[config.mk]
export PLATFORM = sky130hd
export DESIGN_NAME = aop_top
export DESIGN_NICKNAME = d
export VERILOG_FILES = /design/src/aop_top.v
export VERILOG_INCLUDE_DIRS = /design/src /design/src/src
export SDC_FILE = /design/constraint.sdc
export NUM_CORES = 2
export LEC_CHECK = 0
export BUFFER_PORTS_ARGS = -buffer_cell sky130_fd_sc_hd__buf_4
export CAP_MARGIN = 15
export CORE_AREA = 2 2 416 418
export CTS_BUF_LIST = sky130_fd_sc_hd__clkbuf_8
export DETAILED_ROUTE_END_ITERATION = 6
export DIE_AREA = 0 0 418 420
export GPL_TIMING_DRIVEN = 0
export SLEW_MARGIN = 20
export SYNTH_ARGS = -nofsm -noshare
export SYNTH_HDL_FRONTEND = slang
export SYNTH_SLANG_ARGS = --single-unit
[constraint.sdc]
create_clock -name pclk -period 5.15 [get_ports pclk]
set_input_delay 0.2575 -clock pclk [delete_from_list [all_inputs] [get_ports pclk]]
set_output_delay 0.2575 -clock pclk [all_outputs]
set_load 0.1 [all_outputs]
[src/aop_defines.vh]
// Constants for the axis output port and stop input block
// Functional notes
// - Four outputs per axis: one shared with clear, three from port registers.
// - Reset turns every general output and the shared output OFF.
// - After start each port is an output with all bits OFF.
// - Three port registers at consecutive indices map outputs, axis X output 1 first.
// - Port bit one drives ON, zero OFF; software keeps other bits by read-modify-write.
// - Reading a port register returns the output data being driven.
// - With enable set, shared output follows its control bit.
// - In clear mode the shared output carries the home search clear pulse.
// - Board output is ON exactly when internal output is high.
// - Each axis has positive and negative limits stopping that direction.
// - Limits are active low after reset.
// - Mode register two bit 3 selects limit polarity, zero meaning active low.
// - Limit and stop inputs are filtered, delay 512 us at reset, software changeable.
// - Three stop inputs per axis: near home, home and Z phase.
// - Each stop input has enable and level; active enabled stop halts driving.
// - Stop during accel or decel decelerates; during constant speed stops at once.
// - All stop inputs are disabled after reset.
// - Mode register one bits 1,0 = 1,0 enable near home stop active low.
// - Stop input levels are always readable through input registers one and two.
`ifndef AOP_DEFINES_VH
`define AOP_DEFINES_VH

// =====================================================
// Register indices, byte address is four times index
`define AOP_IDX_PORT_A   6'h14
`define AOP_IDX_PORT_B   6'h15
`define AOP_IDX_PORT_C   6'h16
`define AOP_IDX_MODE1    6'h20
`define AOP_IDX_MODE2    6'h28
`define AOP_IDX_MODE5    6'h30
`define AOP_IDX_OUTCTL   6'h38
`define AOP_IDX_INPUT1   6'h39
`define AOP_IDX_INPUT2   6'h3a
`define AOP_IDX_FILTER   6'h3b

// =====================================================
// Field positions
`define AOP_M1_STOP0_EN  1
`define AOP_M1_STOP0_LV  0
`define AOP_M1_STOP1_EN  3
`define AOP_M1_STOP1_LV  2
`define AOP_M1_ZPHASE_STOP_EN  5
`define AOP_M1_ZPHASE_STOP_LV  4
`define AOP_M2_LIM_POL   3
`define AOP_M5_OUT_EN    0
`define AOP_M5_CLR_EN    1

// =====================================================
// Reset values and timing
`define AOP_PORT_RESET   8'h00
`define AOP_MODE_RESET   8'h00
`define AOP_CLK_MHZ      40
`define AOP_FILTER_US    512
`define AOP_CYC_PER_US   (`AOP_CLK_MHZ)

`endif

[src/aop_top.v]
// Axis output ports, limit and stop inputs with APB register access
`timescale 1ns/1ps
`include "aop_defines.vh"

module aop_top #(
	parameter                  FILTER_DELAY_US = `AOP_FILTER_US
) (
	input  wire                pclk,
	input  wire                presetn,
	input  wire                psel,
	input  wire                penable,
	input  wire                pwrite,
	input  wire [7:0]          paddr,
	input  wire [31:0]         pwdata,
	output reg  [31:0]         prdata,
	output wire                pready,
	output wire                pslverr,
	input  wire [7:0]          limit_positive,
	input  wire [7:0]          limit_negative,
	input  wire [7:0]          near_home_stop,
	input  wire [7:0]          home_stop,
	input  wire [7:0]          zphase_stop,
	input  wire [7:0]          drive_busy,
	input  wire [7:0]          drive_ramping,
	input  wire [7:0]          deviation_counter_clear,
	output reg  [23:0]         gen_output_on,
	output reg  [7:0]          shared_out_or_clear,
	output reg  [7:0]          limit_block_pos,
	output reg  [7:0]          limit_block_neg,
	output reg  [7:0]          stop_decel,
	output reg  [7:0]          stop_instant
);

	// =====================================================
	// Register decode helpers
	function reg_hit;
		input [5:0] idx;
		input [5:0] base;
		input       per_axis;
		begin
			if (per_axis)
				reg_hit = (idx[5:3] == base[5:3]);
			else
				reg_hit = (idx == base);
		end
	endfunction

	localparam [15:0] FILTER_RESET = FILTER_DELAY_US[15:0];
	localparam [5:0]  US_LAST      = `AOP_CYC_PER_US - 1;

	// =====================================================
	// Register storage
	reg  [7:0]   output_port_a;
	reg  [7:0]   output_port_b;
	reg  [7:0]   output_port_c;
	reg  [7:0]   axis_mode_register_one [0:7];
	reg  [7:0]   axis_mode_register_two [0:7];
	reg  [7:0]   mode_register_five     [0:7];
	reg  [7:0]   output_control_register;
	reg  [15:0]  filter_delay_us;

	wire [5:0]   idx       = paddr[7:2];
	wire [2:0]   axis_sel  = paddr[4:2];
	wire         aligned   = (paddr[1:0] == 2'b00);
	wire         setup_ph  = psel & ~penable;
	wire         access_ph = psel & penable;
	wire         wr_go     = access_ph & pwrite & aligned;

	wire hit_a   = reg_hit(idx, `AOP_IDX_PORT_A, 1'b0);
	wire hit_b   = reg_hit(idx, `AOP_IDX_PORT_B, 1'b0);
	wire hit_c   = reg_hit(idx, `AOP_IDX_PORT_C, 1'b0);
	wire hit_m1  = reg_hit(idx, `AOP_IDX_MODE1, 1'b1);
	wire hit_m2  = reg_hit(idx, `AOP_IDX_MODE2, 1'b1);
	wire hit_m5  = reg_hit(idx, `AOP_IDX_MODE5, 1'b1);
	wire hit_oc  = reg_hit(idx, `AOP_IDX_OUTCTL, 1'b0);
	wire hit_in1 = reg_hit(idx, `AOP_IDX_INPUT1, 1'b0);
	wire hit_in2 = reg_hit(idx, `AOP_IDX_INPUT2, 1'b0);
	wire hit_flt = reg_hit(idx, `AOP_IDX_FILTER, 1'b0);
	wire mapped  = aligned & (hit_a | hit_b | hit_c | hit_m1 | hit_m2 | hit_m5
		| hit_oc | hit_in1 | hit_in2 | hit_flt);

	// Zero wait states; unmapped or misaligned answers with an error
	assign pready  = 1'b1;
	assign pslverr = access_ph & ~mapped;

	// =====================================================
	// Filtered input levels, raw pin order per axis
	wire [7:0]   filt_lim_pos;
	wire [7:0]   filt_lim_neg;
	wire [7:0]   filt_stop0;
	wire [7:0]   filt_stop1;
	wire [7:0]   filt_zphase_stop;

	// =====================================================
	// Global register writes
	always @(posedge pclk or negedge presetn) begin
		if (!presetn) begin
			output_port_a           <= `AOP_PORT_RESET;
			output_port_b           <= `AOP_PORT_RESET;
			output_port_c           <= `AOP_PORT_RESET;
			output_control_register <= `AOP_MODE_RESET;
			filter_delay_us         <= FILTER_RESET;
		end else if (wr_go) begin
			// Full byte replaces the port, one ON and zero OFF
			if (hit_a)
				output_port_a <= pwdata[7:0];
			if (hit_b)
				output_port_b <= pwdata[7:0];
			if (hit_c)
				output_port_c <= pwdata[7:0];
			if (hit_oc)
				output_control_register <= pwdata[7:0];
			if (hit_flt)
				filter_delay_us <= pwdata[15:0];
		end
	end

	// =====================================================
	// Per-axis mode registers
	genvar a;
	generate
		for (a = 0; a < 8; a = a + 1) begin : g_mode
			always @(posedge pclk or negedge presetn) begin
				if (!presetn) begin
					axis_mode_register_one[a] <= `AOP_MODE_RESET;
					axis_mode_register_two[a] <= `AOP_MODE_RESET;
					mode_register_five[a]     <= `AOP_MODE_RESET;
				end else if (wr_go && axis_sel == a) begin
					if (hit_m1)
						axis_mode_register_one[a] <= pwdata[7:0];
					if (hit_m2)
						axis_mode_register_two[a] <= pwdata[7:0];
					if (hit_m5)
						mode_register_five[a] <= pwdata[7:0];
				end
			end
		end
	endgenerate

	// =====================================================
	// Read data captured in the setup cycle
	always @(posedge pclk or negedge presetn) begin
		if (!presetn) begin
			prdata <= 32'h0000_0000;
		end else if (setup_ph) begin
			prdata <= 32'h0000_0000;
			if (!pwrite && aligned) begin
				// Ports read back the driven data
				if (hit_a)
					prdata <= {24'h00_0000, output_port_a};
				if (hit_b)
					prdata <= {24'h00_0000, output_port_b};
				if (hit_c)
					prdata <= {24'h00_0000, output_port_c};
				if (hit_m1)
					prdata <= {24'h00_0000, axis_mode_register_one[axis_sel]};
				if (hit_m2)
					prdata <= {24'h00_0000, axis_mode_register_two[axis_sel]};
				if (hit_m5)
					prdata <= {24'h00_0000, mode_register_five[axis_sel]};
				if (hit_oc)
					prdata <= {24'h00_0000, output_control_register};
				// Filtered stop levels, usable as general inputs
				if (hit_in1)
					prdata <= {16'h0000, filt_stop1, filt_stop0};
				if (hit_in2)
					prdata <= {8'h00, filt_lim_neg, filt_lim_pos, filt_zphase_stop};
				if (hit_flt)
					prdata <= {16'h0000, filter_delay_us};
			end
		end
	end

	// =====================================================
	// Microsecond tick for the input filters
	reg  [5:0]   us_count;
	reg          us_tick;

	always @(posedge pclk or negedge presetn) begin
		if (!presetn) begin
			us_count <= 6'h00;
			us_tick  <= 1'b0;
		end else begin
			us_tick <= (us_count == US_LAST);
			if (us_count == US_LAST)
				us_count <= 6'h00;
			else
				us_count <= us_count + 6'h01;
		end
	end

	// =====================================================
	// Digital filters: level must hold for the delay
	wire [39:0]  raw_in = {zphase_stop, home_stop, near_home_stop,
		limit_negative, limit_positive};
	reg  [39:0]  filt_q;

	genvar f;
	generate
		for (f = 0; f < 40; f = f + 1) begin : g_filt
			reg  [15:0] held_us;
			always @(posedge pclk or negedge presetn) begin
				if (!presetn) begin
					filt_q[f] <= 1'b1;
					held_us   <= 16'h0000;
				end else if (filter_delay_us == 16'h0000) begin
					// Zero delay bypasses the filter
					filt_q[f] <= raw_in[f];
					held_us   <= 16'h0000;
				end else if (raw_in[f] == filt_q[f]) begin
					held_us <= 16'h0000;
				end else if (us_tick) begin
					if (held_us + 16'h0001 >= filter_delay_us) begin
						filt_q[f] <= raw_in[f];
						held_us   <= 16'h0000;
					end else begin
						held_us <= held_us + 16'h0001;
					end
				end
			end
		end
	endgenerate

	assign filt_lim_pos = filt_q[7:0];
	assign filt_lim_neg = filt_q[15:8];
	assign filt_stop0   = filt_q[23:16];
	assign filt_stop1   = filt_q[31:24];
	assign filt_zphase_stop   = filt_q[39:32];

	// =====================================================
	// Per-axis limit, stop and shared output logic
	reg  [7:0]   next_lim_pos;
	reg  [7:0]   next_lim_neg;
	reg  [7:0]   next_decel;
	reg  [7:0]   next_instant;
	reg  [7:0]   next_shared;
	reg  [7:0]   m1;
	reg          lim_high;
	reg          any_stop;
	integer      i;

	// Level bit zero means active low, one active high
	always @* begin
		next_lim_pos = 8'h00;
		next_lim_neg = 8'h00;
		next_decel   = 8'h00;
		next_instant = 8'h00;
		next_shared  = 8'h00;
		m1           = 8'h00;
		lim_high     = 1'b0;
		any_stop     = 1'b0;
		for (i = 0; i < 8; i = i + 1) begin
			lim_high        = axis_mode_register_two[i][`AOP_M2_LIM_POL];
			next_lim_pos[i] = ~(filt_lim_pos[i] ^ lim_high);
			next_lim_neg[i] = ~(filt_lim_neg[i] ^ lim_high);
			m1              = axis_mode_register_one[i];
			any_stop = (m1[`AOP_M1_STOP0_EN] & ~(filt_stop0[i] ^ m1[`AOP_M1_STOP0_LV]))
				| (m1[`AOP_M1_STOP1_EN] & ~(filt_stop1[i] ^ m1[`AOP_M1_STOP1_LV]))
				| (m1[`AOP_M1_ZPHASE_STOP_EN] & ~(filt_zphase_stop[i] ^ m1[`AOP_M1_ZPHASE_STOP_LV]));
			// Ramp phase decelerates, constant speed stops at once
			next_decel[i]   = any_stop & drive_busy[i] & drive_ramping[i];
			next_instant[i] = any_stop & drive_busy[i] & ~drive_ramping[i];
			if (mode_register_five[i][`AOP_M5_OUT_EN])
				next_shared[i] = output_control_register[i];
			else if (mode_register_five[i][`AOP_M5_CLR_EN])
				next_shared[i] = deviation_counter_clear[i];
		end
	end

	// =====================================================
	// Output flip-flops, transistor ON while bit is high
	always @(posedge pclk or negedge presetn) begin
		if (!presetn) begin
			gen_output_on       <= 24'h00_0000;
			shared_out_or_clear <= 8'h00;
			limit_block_pos     <= 8'h00;
			limit_block_neg     <= 8'h00;
			stop_decel          <= 8'h00;
			stop_instant        <= 8'h00;
		end else begin
			gen_output_on       <= {output_port_c, output_port_b, output_port_a};
			shared_out_or_clear <= next_shared;
			limit_block_pos     <= next_lim_pos;
			limit_block_neg     <= next_lim_neg;
			stop_decel          <= next_decel;
			stop_instant        <= next_instant;
		end
	end

endmodule // aop_top

==> results.toml <==
[clocking]
cts_tree = "yes"
clockBufferDepth = 3
htreeDepth = 4
post_cts_resized = 0
clk_pin_slew_ns = 0.06
cts_root_buffer = "clkbuf_8"
cts_buffers = 183
clk_latency_ns = 0.98
clkSinkCount = 1015

[final_layout]
drive_gt1_frac = 0.151
layout_common_cells = "973 x dfrtp_1, 685 x nand2_1, 681 x ha_1"
nets = 8255
layout.cells.most_common = "dfrtp_1"
layout.area.seq_um2 = 25500
fillers = 16100
multi_input_area_um2 = 41100
synthToLayoutAreaGrowth_pct = 14.6
final_util = 0.457

[setup_path]
reg2reg_from = "g_filt[30].held_us[0]"
cp_max_fo = 10
reg2reg_depth = 17
reg2reg_slack_ns = 0.47
cp-end-kind = "flip-flop"
start_kind = "flip-flop"
arrival_ns = 5.55
crit_required_ns = 6.02
path_class = "reg2reg"
r2r-end = "g_filt[30].held_us[12]"

[power]
vdd_drop_max_mv = 0.218
p_seq_frac = 0.460
p_comb_frac = 0.071
p_switching_mw = 4.83
netSwitchingFraction = 0.274
power.density_nw_per_um2 = 226
power.share.clock = 0.470
leakagePower_nw = 40.8
power_mw = 17.6
p_int_mw = 12.8

[timing]
finalSetupViolations = 0
relSlewSlack = 0.151
rsz0062_at_grt = "no"
max_freq_mhz = 214
worst_slew_pin_slew_ns = 1.27
slew_viol_final = 0
whs_ns = 0.0790
hold_viol_final = 0
fin_crit_sh = 0.909
fin_crit_ns = 4.68
skew_ns = 0.0585
fin_ws_ns = 0.470

[grt]
grt-ovfl-total = 0
grt.total_usage = 0.241
antenna_found_initial = 14
grt_pass1_wl_mm = 329
first_global_vias = 55500
grt_max_degree = 143

[drt]
post-route-drc-count = 0
vias = 57200
wl_met1_mm = 94.0
top_layer = "met4"
wl_met2_mm = 99.0
drt_first_pass_iters = 6
vias_per_cell = 5.80
postRouteAntennaNets = 0
drtIter0Drc = 4307
wl_per_cell_um = 21.8
dr_wl_met3_mm = 12.2
finalWirelength_mm = 215

[synth]
ys_seq_area_frac = 0.373
synth-seq-cells = 1015
synth.cell_area_um2 = 68200
synth_area_per_cell_um2 = 9.79
async_flop_share = 1.00
synth-edff-count = 0
synth_cells = 6964
yosys_warnings = 0
synth-main-ff-cell = "dfrtp_1"
synth_cell_types = 86

[hold_path]
hold_path.class = "in2reg"
min_to = "filter_delay_us[9]"
hp-start = "pwdata[9]"
holdPathStages = 4

[die]
coreArea_um2 = 171000
rows = 152
start_util = 0.399
dieWidth_um = 418
ios = 207
die_area_um2 = 176000
die_h_um = 420

[job]
drv_cap = 0

[outcome]
outcome = "finished clean"

[placed_design]
gp_congestion = 0.946
pre_cts_ws_ns = 0.516
dp.final_hpwl_mm = 148
port_buffers = 171
==> area by class of cell <==
type,instances,area share
Multi-Input combinational cell,5579,0.526
Sequential cell,1015,0.326
Clock buffer,229,0.0403
Timing Repair Buffer,309,0.0391
Tap cell,2233,0.0358
Buffer,241,0.0152
Clock inverter,113,0.0104
Inverter,136,0.00724
Antenna cell,9,0.000288
==> metal layers <==
| layer | up-vias | global-route usage |
|---|---|---|
| li1 | 26800 | - |
| met1 | 28400 | 0.316 |
| met2 | 1528 | 0.389 |
| met3 | 477 | 0.0418 |
| met4 | 0 | 0.112 |
| met5 | - | 0 |
==> flip-flops by register name, summed over array words and instances, names as in the netlist, 16 cells and up <==
| register | count |
|---|---|
| gen_output_on | 24 |
| axis_mode_register_two | 64 |
| axis_mode_register_one | 56 |
| filt_q | 24 |
| prdata | 24 |
| mode_register_five | 64 |
| g_filt.held_us | 640 |
| filter_delay_us | 16 |
==> Yosys cell counts, drive strengths merged (124+ instances only) <==
cell      n  area [um^2]
dfrtp   974        24400
nand2   686         2580
ha      681         8520
nor2    450         1770
xnor2   403         3530
o21ai   394         1970
nand3   309         1550
mux2    285         3220
a21oi   234         1170
and3    217         1360
a21o    214         1610
a22o    197         1730
nand4   142          888
clkbuf  135          507
inv     135          507
or2     128          801
xor2    124         1090
==> how the worst max path moves through the flow <==
stage / from / end / slack, ns / cells after the start
2_1_floorplan: g_filt[30].held_us[0] / g_filt[30].held_us[12] / 1.44 / 16
3_3_place_gp: presetn / g_filt[9].held_us[11] / -9.16 / 1
3_5_place_dp: g_filt[30].held_us[0] / g_filt[30].held_us[12] / 0.52 / 17
4_1_cts: g_filt[30].held_us[0] / g_filt[30].held_us[12] / 0.50 / 17
5_1_grt: g_filt[30].held_us[0] / g_filt[30].held_us[12] / 0.05 / 17
6_report: g_filt[30].held_us[0] / g_filt[30].held_us[12] / 0.47 / 17
==> critical path, cell delays in order, from the launching register on <==
cell and delay (ns):
dfrtp_1 0.43, ha_1 0.25, and3_1 0.20, and3_1 0.17, clkbuf_1 0.22, inv_1 0.09, nor4_1 0.57, and3_1 0.27
xor2_1 0.19, ha_1 0.27, nand4_1 0.12, a21oi_1 0.07, a211oi_1 0.44, o211a_1 0.22, clkbuf_1 0.34, clkbuf_1 0.46
nand2_1 0.12, mux2i_1 0.17
==> repair_timing <==
action,4_1_cts,5_1_grt
hold buffers,110,0
endpoints found under the setup margin,0,0
buffers inserted,0,0
endpoints found under the hold margin,777,0
==> power by group through the flow <==
stage	Clock (mW)	Combinational, mW	Sequential [mW]
2_1_floorplan	0	0.510	8.28
3_3_place_gp	0	1.11	8.25
3_5_place_dp	0	1.17	8.25
4_1_cts	8.47	1.25	8.10
5_1_grt	8.84	1.35	8.10
6_report	8.29	1.25	8.11
==> through the flow <==
step	instance area, um^2	setup TNS, ns	cells
floorplan	68200	0	6971
global placement	72300	-9081.07	9375
detailed placement	73000	0	9403
CTS	78100	0	9855
global route	78100	0	9864
finish	78100	0	9864
==> logic make-up (layout without fill, tap and decap cells) <==
kind of cell	count (synthesis)	in the layout	synth area share
buf+inv	377	1028	0.0248
fa+ha+maj	681	681	0.125
mux	397	397	0.0730
flops	1015	1015	0.373
other cells	2	18	0.000110
xor+xnor	527	527	0.0677
compound gates	1543	1543	0.157
simple gates	2422	2422	0.179
No activity file was read; power rests on OpenSTA's default activity.
